==> src/swdt_pkg.sv <==
// package: register map, field layout and constants of the system watchdog timer
package swdt_pkg;
	// ----------------------------------------------------------------
	// register byte addresses (low bits decoded inside the block)
	// ----------------------------------------------------------------
	localparam logic [31:0] SWDT_MODE_ADDR  = 32'he000_0000;
	localparam logic [31:0] SWDT_TC_ADDR    = 32'he000_0004;
	localparam logic [31:0] SWDT_FEED_ADDR  = 32'he000_0008;
	localparam logic [31:0] SWDT_VALUE_ADDR = 32'he000_000c;
	localparam logic [31:0] SWDT_SPACE_MASK = 32'hffff_fff0;

	// ----------------------------------------------------------------
	// mode register fields
	// ----------------------------------------------------------------
	localparam int SWDT_EN_BIT   = 0;
	localparam int SWDT_RST_BIT  = 1;
	localparam int SWDT_TOF_BIT  = 2;
	localparam int SWDT_INT_BIT  = 3;
	localparam int SWDT_MODE_W   = 8;

	// ----------------------------------------------------------------
	// reset values and feed codes
	// ----------------------------------------------------------------
	localparam logic [31:0] SWDT_TC_RESET  = 32'h0000_00ff;
	localparam logic [31:0] SWDT_TC_MIN    = 32'h0000_00ff;
	localparam logic [31:0] SWDT_TV_RESET  = 32'h0000_00ff;
	localparam logic [7:0]  SWDT_FEED_AA   = 8'haa;
	localparam logic [7:0]  SWDT_FEED_55   = 8'h55;

	// ----------------------------------------------------------------
	// timing
	// ----------------------------------------------------------------
	localparam int          SWDT_PRESCALE  = 4;
	localparam logic [1:0]  SWDT_PRE_LAST  = 2'(SWDT_PRESCALE - 1);

	typedef enum logic [1:0] {
		FEED_IDLE  = 2'b00,
		FEED_AA    = 2'b01,
		FEED_ERROR = 2'b10
	} swdt_feed_state_type;
endpackage

==> src/swdt_evt_if.sv <==
// interface: events passed from the feed sequencer to the watchdog core
`timescale 1ns/1ps
interface swdt_evt_if;
	logic feed_done;	// valid 0xaa,0x55 completed
	logic feed_error;	// sequence broken, delayed to second clock
	modport seq (output feed_done, output feed_error);
	modport core (input feed_done, input feed_error);
endinterface

==> src/swdt_core.sv <==
// module: apb-facing top of the system watchdog timer
//
// Register access over APB is this design's own decision.
`timescale 1ns/1ps
module swdt_core
	import swdt_pkg::*;
(
	input  wire logic        clk_sys_i,	// system clock 200 MHz
	input  wire logic        rst_i,		// external reset, async, active high
	input  wire logic        psel_i,		// apb select
	input  wire logic        penable_i,	// apb enable
	input  wire logic        pwrite_i,	// apb direction
	input  wire logic [31:0] paddr_i,	// apb address
	input  wire logic [31:0] pwdata_i,	// apb write data
	output logic      [31:0] prdata_o,	// apb read data
	output logic             pready_o,	// apb ready
	output logic             pslverr_o,	// apb error
	output logic             irq_o,		// watchdog interrupt request
	output logic             sys_reset_o	// chip reset request, one-clock pulse
);
	// ----------------------------------------------------------------
	// bus decode
	// ----------------------------------------------------------------
	swdt_evt_if evt ();

	wire       in_space  = (paddr_i & SWDT_SPACE_MASK) == SWDT_MODE_ADDR;
	wire       acc       = psel_i & penable_i & in_space;
	wire       wr        = acc & pwrite_i;
	wire       sel_mode  = paddr_i[3:0] == SWDT_MODE_ADDR[3:0];
	wire       sel_tc    = paddr_i[3:0] == SWDT_TC_ADDR[3:0];
	wire       sel_feed  = paddr_i[3:0] == SWDT_FEED_ADDR[3:0];
	wire       sel_value = paddr_i[3:0] == SWDT_VALUE_ADDR[3:0];
	wire       bad_addr  = ~in_space | (paddr_i[1:0] != 2'b00);

	// ----------------------------------------------------------------
	// state
	// ----------------------------------------------------------------
	logic        en_q, rst_en_q, tof_q, int_q, armed_q;
	logic [31:0] tc_q, tc_d;
	logic [31:0] cnt_q, cnt_d;
	logic [1:0]  pre_q;
	logic [31:0] rdata_d;
	logic        rst_pulse_q;

	// watchdog-caused reset: clears all but the time-out flag, the feed sequencer and the bus read registers
	wire soft_rst  = rst_pulse_q;
	wire running   = en_q & armed_q;
	wire tick      = running & (pre_q == SWDT_PRE_LAST);
	wire underflow = tick & (cnt_q == 32'h0000_0000);
	wire trig      = en_q & armed_q & (underflow | evt.feed_error);

	swdt_feed_seq u_feed (
		.clk_sys_i (clk_sys_i),
		.rst_i     (rst_i),
		.acc_i     (acc & ~bad_addr),
		.wr_i      (pwrite_i),
		.feed_i    (sel_feed),
		.data_i    (pwdata_i[7:0]),
		.evt       (evt.seq)
	);

	// ----------------------------------------------------------------
	// next values
	// ----------------------------------------------------------------
	// smaller constants clamp so the shortest timeout is 256 ticks
	assign tc_d = (pwdata_i < SWDT_TC_MIN) ? SWDT_TC_MIN : pwdata_i;

	always_comb begin
		cnt_d = cnt_q;
		if (evt.feed_done)
			cnt_d = tc_q;
		else if (tick)
			cnt_d = cnt_q - 32'h0000_0001;
	end

	always_comb begin
		rdata_d = 32'h0000_0000;
		if (sel_mode)
			rdata_d[SWDT_MODE_W-1:0] = {4'h0, int_q, tof_q, rst_en_q, en_q};
		else if (sel_tc)
			rdata_d = tc_q;
		else if (sel_value)
			rdata_d = cnt_q;
		// feed register reads as zero: no defined content
	end

	// ----------------------------------------------------------------
	// registers
	// ----------------------------------------------------------------
	always_ff @(posedge clk_sys_i or posedge rst_i) begin
		if (rst_i) begin
			en_q     <= 1'b0;
			rst_en_q <= 1'b0;
		end else if (soft_rst | underflow) begin
			en_q     <= 1'b0;
			rst_en_q <= 1'b0;
		end else if (wr & sel_mode) begin
			// bits 7:4 ignored; software is expected to write zeros
			en_q     <= en_q | pwdata_i[SWDT_EN_BIT];
			rst_en_q <= rst_en_q | pwdata_i[SWDT_RST_BIT];
		end
	end

	// set wins over a clear in the same cycle
	always_ff @(posedge clk_sys_i or posedge rst_i) begin
		if (rst_i)
			tof_q <= 1'b0;
		else if (trig)
			tof_q <= 1'b1;
		else if (wr & sel_mode & ~pwdata_i[SWDT_TOF_BIT])
			tof_q <= 1'b0;
	end

	always_ff @(posedge clk_sys_i or posedge rst_i) begin
		if (rst_i)
			int_q <= 1'b0;
		else if (trig)
			int_q <= 1'b1;
		else if (soft_rst)
			int_q <= 1'b0;
	end

	always_ff @(posedge clk_sys_i or posedge rst_i) begin
		if (rst_i)
			armed_q <= 1'b0;
		else if (soft_rst | underflow)
			armed_q <= 1'b0;
		else if (evt.feed_done & en_q)
			armed_q <= 1'b1;
	end

	always_ff @(posedge clk_sys_i or posedge rst_i) begin
		if (rst_i)
			tc_q <= SWDT_TC_RESET;
		else if (soft_rst)
			tc_q <= SWDT_TC_RESET;
		else if (wr & sel_tc)
			tc_q <= tc_d;
	end

	always_ff @(posedge clk_sys_i or posedge rst_i) begin
		if (rst_i) begin
			cnt_q <= SWDT_TV_RESET;
			pre_q <= 2'b00;
		end else if (soft_rst) begin
			cnt_q <= SWDT_TV_RESET;
			pre_q <= 2'b00;
		end else begin
			cnt_q <= cnt_d;
			pre_q <= (running & ~evt.feed_done) ? pre_q + 2'b01 : 2'b00;
		end
	end

	always_ff @(posedge clk_sys_i or posedge rst_i) begin
		if (rst_i)
			rst_pulse_q <= 1'b0;
		else
			rst_pulse_q <= trig & rst_en_q;
	end

	always_ff @(posedge clk_sys_i or posedge rst_i) begin
		if (rst_i) begin
			prdata_o  <= 32'h0000_0000;
			pslverr_o <= 1'b0;
		end else if (psel_i & ~penable_i) begin
			prdata_o  <= rdata_d;
			pslverr_o <= bad_addr;
		end
	end

	// ----------------------------------------------------------------
	// outputs
	// ----------------------------------------------------------------
	assign pready_o    = 1'b1;
	assign sys_reset_o = rst_pulse_q;
	// the flag only sets while enabled, but enable drops at the underflow
	// itself, so gating by the live enable bit would hide the request
	assign irq_o       = int_q;
endmodule // swdt_core

==> src/swdt_feed_seq.sv <==
// module: feed sequence tracker for the system watchdog timer
`timescale 1ns/1ps
module swdt_feed_seq
	import swdt_pkg::*;
(
	input  wire logic       clk_sys_i,	// system clock
	input  wire logic       rst_i,		// async reset, active high
	input  wire logic       acc_i,		// completed access in watchdog space
	input  wire logic       wr_i,		// access is a write
	input  wire logic       feed_i,		// access targets feed register
	input  wire logic [7:0] data_i,		// write data low byte
	swdt_evt_if.seq         evt			// events to core
);
	swdt_feed_state_type state_q, state_d;
	logic                err_q;

	wire is_aa = acc_i & wr_i & feed_i & (data_i == SWDT_FEED_AA);
	wire is_55 = acc_i & wr_i & feed_i & (data_i == SWDT_FEED_55);

	always_comb begin
		state_d = state_q;
		case (state_q)
			FEED_IDLE:  if (is_aa) state_d = FEED_AA;
			FEED_AA: begin
				if (is_55)
					state_d = FEED_IDLE;
				else if (acc_i)
					state_d = FEED_ERROR;
			end
			FEED_ERROR: state_d = FEED_IDLE;
			default:    state_d = FEED_IDLE;
		endcase
	end

	// error lands one clock after the error state: second clock after access
	always_ff @(posedge clk_sys_i or posedge rst_i) begin
		if (rst_i) begin
			state_q <= FEED_IDLE;
			err_q   <= 1'b0;
		end else begin
			state_q <= state_d;
			err_q   <= (state_q == FEED_ERROR);
		end
	end

	assign evt.feed_done  = (state_q == FEED_AA) & is_55;
	assign evt.feed_error = err_q;
endmodule // swdt_feed_seq

==> config.mk <==
export PLATFORM = sky130hd
export DESIGN_NAME = swdt_core
export DESIGN_NICKNAME = d
export VERILOG_FILES = /design/src/swdt_pkg.sv /design/src/swdt_evt_if.sv /design/src/swdt_core.sv /design/src/swdt_feed_seq.sv
export SDC_FILE = /design/constraint.sdc
export NUM_CORES = 1
export LEC_CHECK = 0
export BUFFER_PORTS_ARGS = -buffer_cell sky130_fd_sc_hd__buf_2
export CAP_MARGIN = 20
export CORE_MARGIN = 2
export CORE_UTILIZATION = 35
export DETAILED_ROUTE_END_ITERATION = 10
export PLACE_DENSITY_LB_ADDON = 0.1
export SLEW_MARGIN = 20
export SYNTH_ARGS = -nofsm -noshare
export SYNTH_HDL_FRONTEND = slang
export SYNTH_SLANG_ARGS = --single-unit
==> constraint.sdc <==
create_clock -name clk_sys_i -period 4.2 [get_ports clk_sys_i]
set_input_delay 0.84 -clock clk_sys_i [delete_from_list [all_inputs] [get_ports clk_sys_i]]
set_output_delay 0.84 -clock clk_sys_i [all_outputs]
set_load 0.01 [all_outputs]
# ---- Word level (Yosys, flattened, before mapping)
# Index checks and enable logic that the tools add are counted.
dict set report op_classes {
  addsub 2
  reduce_logical 11
  n_mux 26
  bitwise_logic 30
  n_lt_le_gt_ge 1
  n_eq_ne 11
}
# op n
set op_table {}
lappend op_table {{two-way mux 32 bit} 8}
lappend op_table {{zero test 32 bit} 1}
lappend op_table {{less-than comparator 32 x 8 -> 1 bit, second input constant} 1}
lappend op_table {{subtractor 32 x 1 -> 32 bit, second input constant} 1}
lappend op_table {{equality test 28 bit, second input constant} 1}
lappend op_table {{two-way mux 24 bit} 1}
lappend op_table {{bitwise AND 1 bit} 20}
lappend op_table {{nonzero test 2 bit} 6}
lappend op_table {{two-way mux 1 bit} 10}
lappend op_table {{two-way mux 2 bit} 5}
lappend op_table {{equality test 4 bit, second input constant} 2}
lappend op_table {{equality test 8 x 7 -> 1 bit, second input constant} 1}
lappend op_table {{equality test 8 bit, second input constant} 1}
lappend op_table {{two-way mux 8 bit} 1}
lappend op_table {{NOT 1 bit} 5}
lappend op_table {{bitwise OR 1 bit} 5}
lappend op_table {{equality test 2 bit, second input constant} 2}
lappend op_table {{equality test 4 x 3 -> 1 bit, second input constant} 1}
lappend op_table {{zero test 4 bit} 1}
lappend op_table {{one-hot mux 2 bit (2 select lines)} 1}
lappend op_table {{inequality test 3 x 1 -> 1 bit, second input constant} 1}
lappend op_table {{nonzero test 3 bit} 1}
lappend op_table {{adder 2 x 1 -> 2 bit, second input constant} 1}
lappend op_table {{equality test 2 x 1 -> 1 bit, second input constant} 1}
lappend op_table {{other kinds (3)} 3}
dict set report totals {
  inputBits 69
  reg_bits 108
  wordCells 94
  out_inout_bits 36
}

# ---- Logic depth before layout (Yosys ltp)
# Gate-level depths: netlist of run 1.
dict set report depth {
  depth_word 13
  ltp_mapped 8
  ltp_nobuf 7
}

# ---- By module
# A second synthesis of run 1 with hierarchy kept.
dict set report unflattened {
  hier_cells 598
  hier_area_um2 5617.9
}
# mod seq_area_each_um2 area_each_um2 cells_each n_inst
set modules_own_cells {}
lappend modules_own_cells {swdt_core 2647.5 5434.0 582 1}
lappend modules_own_cells {swdt_feed_seq 75.1 183.9 16 1}

# ---- Worst setup path before layout of run 1
# OpenSTA, ideal clock, no wires.
dict set report synth_path {
  path_kind {input -> register}
  start {in pwdata_i[1]}
  end {reg cnt_q[21]}
  arrival_time_ps 2283
  stages 7
  setup_time_ps 140
  required_time_ps 4060
  setup_slack_ps 1777
  n_path_buf 2
  cell_sequence {or4_1 -> nor3_1 -> nand4_1 -> buf_2 -> clkbuf_1 -> nor2_1 -> a211oi_1}
}
dict set report synth_between {
  elab_chain_len 5
  elab_cells_between_ends 6
  cone_classes {eq/ne: 1; mux: 2; bitwise: 2; reduce/logical: 1}
}
# element line
set synth_lines {}
lappend synth_lines {{start: declaration} swdt_core.sv:14} ;# input wire logic [31:0] pwdata_i,
lappend synth_lines {{equality test 8 x 7 -> 1 bit *} swdt_feed_seq.sv:18} ;# wire is_55 = acc_i & wr_i & feed_i & (data_i == SWDT_FEED_55);
lappend synth_lines {{bitwise AND 1 bit *} swdt_feed_seq.sv:18}
lappend synth_lines {{bitwise AND 1 bit *} swdt_feed_seq.sv:46} ;# assign evt.feed_done = (state_q == FEED_AA) & is_55;
lappend synth_lines {{two-way mux 32 bit} swdt_core.sv:70} ;# if (evt.feed_done)
lappend synth_lines {{two-way mux 32 bit} swdt_core.sv:145} ;# end else if (soft_rst) begin
lappend synth_lines {{end signal: assignment} swdt_core.sv:149} ;# cnt_q <= cnt_d;
lappend synth_lines {{end: declaration} swdt_core.sv:40} ;# logic [31:0] cnt_q, cnt_d;
# Mark *: on every way between the ends. The rest lies on a longest branch, timed or not.
# A chain may end at the register's enable or synchronous reset.

# ---- Worst setup path in the final report of run 1
dict set report layout_path {
  start {in paddr_i[3]}
  end {reg tc_q[7]}
}
dict set report layout_between {
  elab_chain_len 3
}
# element line
set layout_lines {}
lappend layout_lines {{start: declaration} swdt_core.sv:13} ;# input wire logic [31:0] paddr_i,
lappend layout_lines {{equality test 4 x 3 -> 1 bit} swdt_core.sv:30} ;# wire sel_tc = paddr_i[3:0] == SWDT_TC_ADDR[3:0];
lappend layout_lines {{bitwise AND 1 bit} swdt_core.sv:137} ;# else if (wr & sel_tc)
lappend layout_lines {{nonzero test 2 bit (no source line)} n/a}
lappend layout_lines {{end signal: assignment} swdt_core.sv:138} ;# tc_q <= tc_d;
lappend layout_lines {{end: declaration} swdt_core.sv:39} ;# logic [31:0] tc_q, tc_d;
# No other way between the ends.

==> results by group, run 1 <==
Floorplan
  • Core area: 14,600 um^2
  • Initial Util: 0.359
  • Die area: 16,000 um^2
  • Top-level I/O count: between 100 and 150
  • Cell Rows: 44
  • Die Height: about 130 um
  • Die width: 126 um

Timing
  • Worst-Margin Slew: roughly 0.91 ns
  • Slew Limit Fails: 0
  • Skew final: 0.0136 ns
  • Count of final hold-check violations: 0
  • Worst hold slack: around 0.45 ns
  • Slew HR: 0.390
  • Final period util: 0.665
  • Final setup violation count: 0
  • Final TNS setup: 0 ns
  • RSZ-0062 raised after global routing: false
  • Max Clk Rate: 358 MHz
  • Min Clock Period, post-route: around 2.8 ns

Critical path
  • Worst Path Arrival: 3.08 ns
  • Largest fanout on the critical path: 24
  • Kind of critical path: in -> reg
  • Reg2reg start: cnt_q[10]
  • Worst Setup End Kind: register
  • R2r endpoint: sys_reset_o
  • R2R depth: 6
  • Startpoint type of the worst setup path: primary input
  • Flop-to-flop setup slack: 1.80 ns
  • CP required: 4.49 ns

Drt
  • Routed WL: 14,800 um
  • WL/cell: about 19 um
  • DRC Markers: 0
  • Via density: between 5 and 6
  • Starting DRT DRC Count: 160
  • Routed via count: roughly 4,400
  • Final ANT Viol Nets: 0
  • Pre-antenna DRT Iters: 4

Clock tree
  • Clk pin slew, worst setup/hold paths: approximately 0.07 ns
  • Clock Tree Buf Depth: 2
  • Hold buffers post-CTS: 0
  • Buffer count from post-CTS setup fixing: 0
  • Clk sinks: around 110
  • TritonCTS clock tree: yes
  • H-tree Lvls: 3
  • Clk root buf: clkbuf_16
  • Clk_lat worst skew: around 0.37 ns
  • Post-CTS sizing: 0
  • TritonCTS buffer count: 9

Worst hold path
  • Endpoint, Worst Hold: pre_q[0]
  • Hold WC Path Type: reg -> reg
  • Worst hold stages: 1
  • Min-delay src: pre_q[0]

Yosys
  • Number of synthesized register bits: 108
  • Commonest cells in the netlist: dfrtp_1, nor2_1, nand2_1, o21ai_0
  • Seq/Total Area, Yosys: 0.519
  • Post-Syn Nets: ~590
  • Primary FF master, synth: dfrtp_1
  • Ys async rst share: 1.00
  • Synth top area cells: dfrtp_1, dfstp_2, xnor2_1
  • Post-Syn Area: between 5000 and 6000 um^2
  • Post-synthesis area per instance: ~10 um^2
  • Syn Inst Count: 514
  • Yosys top cell area share: 0.439
  • Synthesis warning total: 0
  • Area leader, netlist: dfrtp_1
  • Most frequent cell after synthesis: dfrtp_1
  • Yosys cell types: 54
  • Number of flops mapped to enable cells by yosys: 0

GRT
  • Largest net degree at the start of global routing: 69
  • GRT busiest layer: met2
  • Met1 usage: 0.259
  • Initial antenna violation count: 0
  • Met3 Track Usage GR: 0.0477
  • Vias in the first global route: around 4,400
  • Met2 Use GR: 0.303
  • Congestion Overflow GR: 0
  • First-pass GRT wire length: 24,200 um
  • Total track usage: 0.192

Cells and area
  • Area grow syn2layout: 19.3%
  • Sequential Area: roughly 2700 um^2
  • Number of fill cells in the layout: 1,417
  • Share of cells above drive strength 1: 0.265
  • ANT cells: 0
  • Layout net count: ~680
  • Area occupied by multi-input gates: between 2000 and 2500 um^2

Power
  • Max IR drop VDD: 206 uV
  • Leakage: 0.00271 uW
  • Power per cell area: approximately 340 nW/um^2

Place
  • GP Congestion: slightly below 0.8
  • Buffers added on ports: between 100 and 150
  • DP HPWL: between 10,000 and 15,000 um

Job
  • Max Cap Viol: 0

Run status
  • Status: finished clean
-- registers in the layout, indices dropped and copies added, names as in the netlist, 2 cells and up --
name and count:
prdata_o 32, u_feed.state_q 2, cnt_q 32, pre_q 2, tc_q 32
-- how the worst max path moves through the flow --
stage / start / end / slack (ns) / depth (start not counted)
2_1_floorplan: rst_i / armed_q / 0.54 / 1
3_3_place_gp: paddr_i[3] / tc_q[5] / 1.08 / 8
3_5_place_dp: paddr_i[3] / tc_q[5] / 1.05 / 8
4_1_cts: paddr_i[3] / tc_q[5] / 1.43 / 8
5_1_grt: paddr_i[3] / tc_q[3] / 1.30 / 8
6_report: paddr_i[3] / tc_q[7] / 1.41 / 8
-- layout by cell type (no fill, tap or decap), types with 16 or more instances in the layout --
cell	synthesis	layout
a22o_1	24	24
a211oi_1	25	25
nor3_1	21	21
xnor2_1	25	25
o21ai_0	35	35
dfstp_2	16	16
nand2_1	42	42
nor4_1	20	20
dfrtp_1	92	92
buf_2	7	103
nor2_1	48	48
o22ai_1	23	23
-- report_power, final --
part           switching, uW  leakage (uW)  internal, uW
Clock                    427      0.000154           478
Sequential              7.70       0.00130          1060
Combinational           84.3       0.00126          51.0
Total                    519       0.00271          1590
-- kinds of logic after synthesis --
family / count (synthesis) / synth area share
compound gates: 137 / 0.182
xor+xnor: 30 / 0.0501
fa+ha+maj: 3 / 0.00716
buf+inv: 38 / 0.0296
flops: 108 / 0.519
mux: 9 / 0.0181
other cells: 1 / 0.000715
simple gates: 188 / 0.193
-- through the flow --
step	util	setup WS, ns	total power, uW	area, um^2	cells
after floorplan	-	0.541	1140	5240	514
after global placement	0.407	1.08	1220	5940	780
after detailed placement	0.407	1.05	1220	5940	780
after CTS	0.429	1.43	2140	6250	796
after global routing	0.429	1.30	2200	6250	796
final	0.429	1.41	2100	6250	796
-- final cells by class --
cell class	instances	share of cell area
clock inverters	7	0.0136
flip-flops and latches	108	0.435
clock buffers	9	0.0360
multi-input cells	368	0.380
inverters	8	0.00520
repair buffers	112	0.0933
well taps	184	0.0368
-- worst max-delay path, stage by stage --
cell and delay, ns:
buf_2 0.22, inv_1 0.09, buf_4 0.30, nand3_1 0.11, buf_4 0.24, or2_2 0.38
or4_1 0.65, o22a_1 0.24
-- layer usage --
layer | up-vias | part of all wire
met2 | 85 | 0.47
met4 | 0 | 0.027
li1 | 2109 | -
met3 | 21 | 0.039
met5 | - | 0
met1 | 2189 | 0.46
(Power assumes the default switching activity.)
==> run 2: changes to the inputs <==
- ABC_AREA: default -> 1
- clock period: 4.2 -> 2.2 ns (I/O delays scaled with it)
==> run 2 against run 1 <==
  * First-iteration DRC count grew 87%
  * Setup slack lost 1.2 ns
  * Total power increased by 95%
  * Count of clock-buffer cells in the layout increased by 1
  * Combinational power increased by 140%
  * Final cell count grew 55%
  * Area after synthesis rose by 20%
  * Clock power increased by 94%
  * Worst hold slack worse by 0.39 ns
  * Sequential share of layout area down 7.4 points
  * Global-route usage is 2.5 points higher
  * Critical endpoint is now cnt_q[26]
  * Largest power group unchanged
==> results by group, run 2 <==
Run status
  • Status: finished clean (unchanged)

GRT
  • Vias in the first global route: 5,885 (was 4,429)
  • Initial antenna violation count: 0 (unchanged)
  • Congestion Overflow GR: 0 (unchanged)
  • First-pass GRT wire length: 31,400 um (was 24,200 um)
  • Total track usage: 0.217 (was 0.192)
  • Largest net degree at the start of global routing: 58 (was 69)

Timing
  • Count of final hold-check violations: 0 (unchanged)
  • Slew Limit Fails: 0 (unchanged)
  • Min Clock Period, post-route: between 1.5 and 2 ns
  • Slew HR: 0.615 (was 0.390)
  • Final period util: 0.894
  • Skew final: 0.00621 ns (was 0.0136 ns)
  • Max Clk Rate: roughly 510 MHz
  • Final setup violation count: 0 (unchanged)
  • Worst-Margin Slew: 0.577 ns (was 0.913 ns)
  • RSZ-0062 raised after global routing: true (was false)

Power
  • Clock power frac: 0.428 (was 0.430)
  • P_sw: 1040 uW (was 519 uW)
  • Sw Ratio: 0.253 (was 0.247)
  • Power per cell area: 546 nW/um^2 (was 337 nW/um^2)
  • Seq pwr share: 0.494 (was 0.506)
  • Cell Int Power: 3080 uW (was 1590 uW)
  • Leakage: 0.00404 uW (was 0.00271 uW)
  • Combinational Power Share: 0.077 (was 0.064)
  • Max IR drop VDD: 397 uV (was 206 uV)

Cells and area
  • Most common cell after layout, fill and taps aside: nand2_1 (was buf_2)
  • Non-Filler Instances: 1,235 (was 796)
  • Top Registers: cnt_q: 32 flops, prdata_o: 32 flops, tc_q: 32 flops (unchanged)
  • Most frequent cells in the layout: nand2_1, buf_2, nor2_1 (was buf_2, dfrtp_1, nor2_1)
  • Area grow syn2layout: 20.1% (was 19.3%)
  • Layout net count: 1,077 (was 679)
  • Layout Cell Area excl Fill: 7530 um^2 (was 6250 um^2)
  • ANT cells: 0 (unchanged)
  • Number of fill cells in the layout: 1,920 (was 1,417)
  • Share of cells above drive strength 1: 0.190 (was 0.265)

Floorplan
  • Die Height: 138 um (was 126 um)
  • Die area: 19,000 um^2 (was 16,000 um^2)
  • Core area: 17,400 um^2 (was 14,600 um^2)
  • Die width: 138 um (was 126 um)
  • Top-level I/O count: 105 (unchanged)
  • Initial Util: 0.360 (was 0.359)
  • Cell Rows: 48 (was 44)

Clock tree
  • Hold buffers post-CTS: 0 (unchanged)
  • Post-CTS sizing: 0 (unchanged)
  • TritonCTS buffer count: 9 (unchanged)
  • Clock Tree Buf Depth: 2 (unchanged)
  • Clk_lat worst skew: 0.37 ns (about the same)
  • Clk sinks: 108 (unchanged)
  • Buffer count from post-CTS setup fixing: 0 (unchanged)
  • H-tree Lvls: 3 (unchanged)
  • TritonCTS clock tree: yes (unchanged)
  • Clk root buf: clkbuf_16 (unchanged)
  • Clk pin slew, worst setup/hold paths: 0.08 ns (was 0.07 ns)

Drt
  • WL/cell: 15.8 um (was 18.6 um)
  • Pre-antenna DRT Iters: 5 (was 4)
  • Starting DRT DRC Count: 299 (was 160)
  • Via density: 4.85 (was 5.53)
  • Routed WL: 19,500 um (was 14,800 um)
  • DRC Markers: 0 (unchanged)
  • Routed via count: 5,985 (was 4,404)
  • Final ANT Viol Nets: 0 (unchanged)

Critical path
  • Crit path cell chain: inv_1 -> ha_1 -> nand3_1 -> nor2_4 -> nand2_1 -> nor2_1 -> nand2_1 -> xor2_1 -> nand2_1 -> nand2_1 -> nand2_1 -> nand2_1 (was buf_2 -> inv_1 -> buf_4 -> nand3_1 -> buf_4 -> or2_2 -> or4_1 -> o22a_1)
  • WP depth: 12 (was 8)
  • R2R depth: 12 (was 6)
  • CP Capture Point: cnt_q[26] (was tc_q[7])
  • Dominant delay contributor by cell family on the critical path: simple AND/OR/NAND/NOR gates (unchanged)
  • Most frequent CP cell: nand2_1 (was buf_4)
  • Bufs and invs on worst path: 1 (was 4)
  • Flop-to-flop setup slack: 0.23 ns (was 1.80 ns)
  • Worst Setup End Kind: register (unchanged)
  • Kind of critical path: reg -> reg (was in -> reg)
  • CP required: 2.46 ns (was 4.49 ns)
  • Worst path max stage delay: 0.37 ns (was 0.65 ns)
  • R2r endpoint: cnt_q[26] (was sys_reset_o)
  • Worst Path Arrival: 2.23 ns (was 3.08 ns)
  • Largest fanout on the critical path: 4 (was 24)
  • Reg2reg start: cnt_q[1] (was cnt_q[10])
  • Crit-path slowest cell: dfstp_2 (was or4_1)
  • Worst Setup SP: cnt_q[1] (was paddr_i[3])
  • Startpoint type of the worst setup path: register (was primary input)

Job
  • Max Cap Viol: 0 (unchanged)

Yosys
  • Synth top area cells: dfrtp_1, nand2_1, dfstp_2 (was dfrtp_1, dfstp_2, xnor2_1)
  • Number of flops mapped to enable cells by yosys: 0 (unchanged)
  • Area leader, netlist: dfrtp_1 (unchanged)
  • Syn Inst Count: 894 (was 514)
  • Post-Syn Nets: 966 (was 586)
  • Ys async rst share: 1.00 (unchanged)
  • Commonest cells in the netlist: nand2_1, nor2_1, dfrtp_1, inv_1, nand3_1 (was dfrtp_1, nor2_1, nand2_1, o21ai_0)
  • Synthesis warning total: 0 (unchanged)
  • Post-Syn Area: 6270 um^2 (was 5240 um^2)
  • Most frequent cell after synthesis: nand2_1 (was dfrtp_1)
  • Post-synthesis area per instance: 7.02 um^2 (was 10.2 um^2)
  • Number of synthesized register bits: 108 (unchanged)
  • Seq/Total Area, Yosys: 0.434 (was 0.519)
  • Yosys top cell area share: 0.367 (was 0.439)
  • Yosys cell types: 37 (was 54)
  • Primary FF master, synth: dfrtp_1 (unchanged)

Worst hold path
  • Hold WC Path Type: in -> async (was reg -> reg)

Place
  • DP HPWL: 14,900 um (was 10,400 um)
  • Buffers added on ports: 103 (unchanged)
  • GP Congestion: 0.862 (was 0.784)
  • Dpl cells: 1,219 (was 780)
  • Placed cell areas: 7210 um^2 (was 5940 um^2)
run 2: worst min-delay path by stage:
stage          startpoint      endpoint  slack [ns]  depth (start not counted)
3_3_place_gp     pre_q[0]      pre_q[0]        0.44                          1
4_1_cts             rst_i  prdata_o[25]        0.07                          2
3_5_place_dp     pre_q[0]      pre_q[0]        0.44                          1
6_report            rst_i  prdata_o[25]        0.06                          2
5_1_grt             rst_i  prdata_o[25]        0.08                          2
2_1_floorplan    pre_q[0]      pre_q[0]        0.42                          1
run 2: per-stage QoR:
stage	worst slack [ns]	hold WS, ns	power (uW)	TNS [ns]	util
2_1_floorplan	0.428	0.416	2220	0	-
3_3_place_gp	0.0356	0.435	2400	0	0.414
3_5_place_dp	0.0229	0.438	2400	0	0.414
4_1_cts	0.121	0.0656	4180	0	0.432
5_1_grt	-0.0344	0.0797	4280	-0.0344	0.433
6_report	0.234	0.0597	4110	0	0.433
run 2: worst register-to-register path, stage by stage, from the launching register on:
cell,delay (ns)
dfstp_2,0.37
inv_1,0.10
ha_1,0.20
nand3_1,0.21
nor2_4,0.22
nand2_1,0.11
nor2_1,0.20
nand2_1,0.09
xor2_1,0.15
nand2_1,0.05
nand2_1,0.04
nand2_1,0.06
nand2_1,0.04
run 2: kinds of logic after synthesis:
logic type,Yosys count,share of synthesized area
flip-flops,108,0.434
buffers and inverters,110,0.0728
XOR/XNOR,28,0.0391
adder cells (fa/ha/maj),3,0.00599
other,1,0.000598
AO/OA/AOI/OAI,108,0.0918
AND/OR/NAND/NOR,536,0.356
run 2: power by group through the flow:
stage          combinational, uW  sequential (uW)  clock (uW)
6_report                     319             2030        1760
5_1_grt                      363             2040        1880
4_1_cts                      328             2030        1820
3_5_place_dp                 326             2070           0
3_3_place_gp                 326             2070           0
2_1_floorplan                134             2090           0
run 2: final cells by class:
| type | instances | area, um^2 | share of cell area |
|---|---|---|---|
| clock inverter | 6 | 76.3 | 0.0101 |
| clock buffer | 10 | 239 | 0.0317 |
| sequential | 108 | 2720 | 0.361 |
| timing repair buffer | 135 | 831 | 0.110 |
| inverter | 75 | 285 | 0.0379 |
| tap | 225 | 282 | 0.0374 |
| multi-input combinational | 676 | 3100 | 0.411 |
run 2: layer usage:
metal,track usage,share of wire,up-vias
met3,0.0311,0.035,22
met5,0,0,-
met1,0.275,0.45,2794
li1,-,-,3061
met4,0.0663,0.020,0
met2,0.383,0.50,108
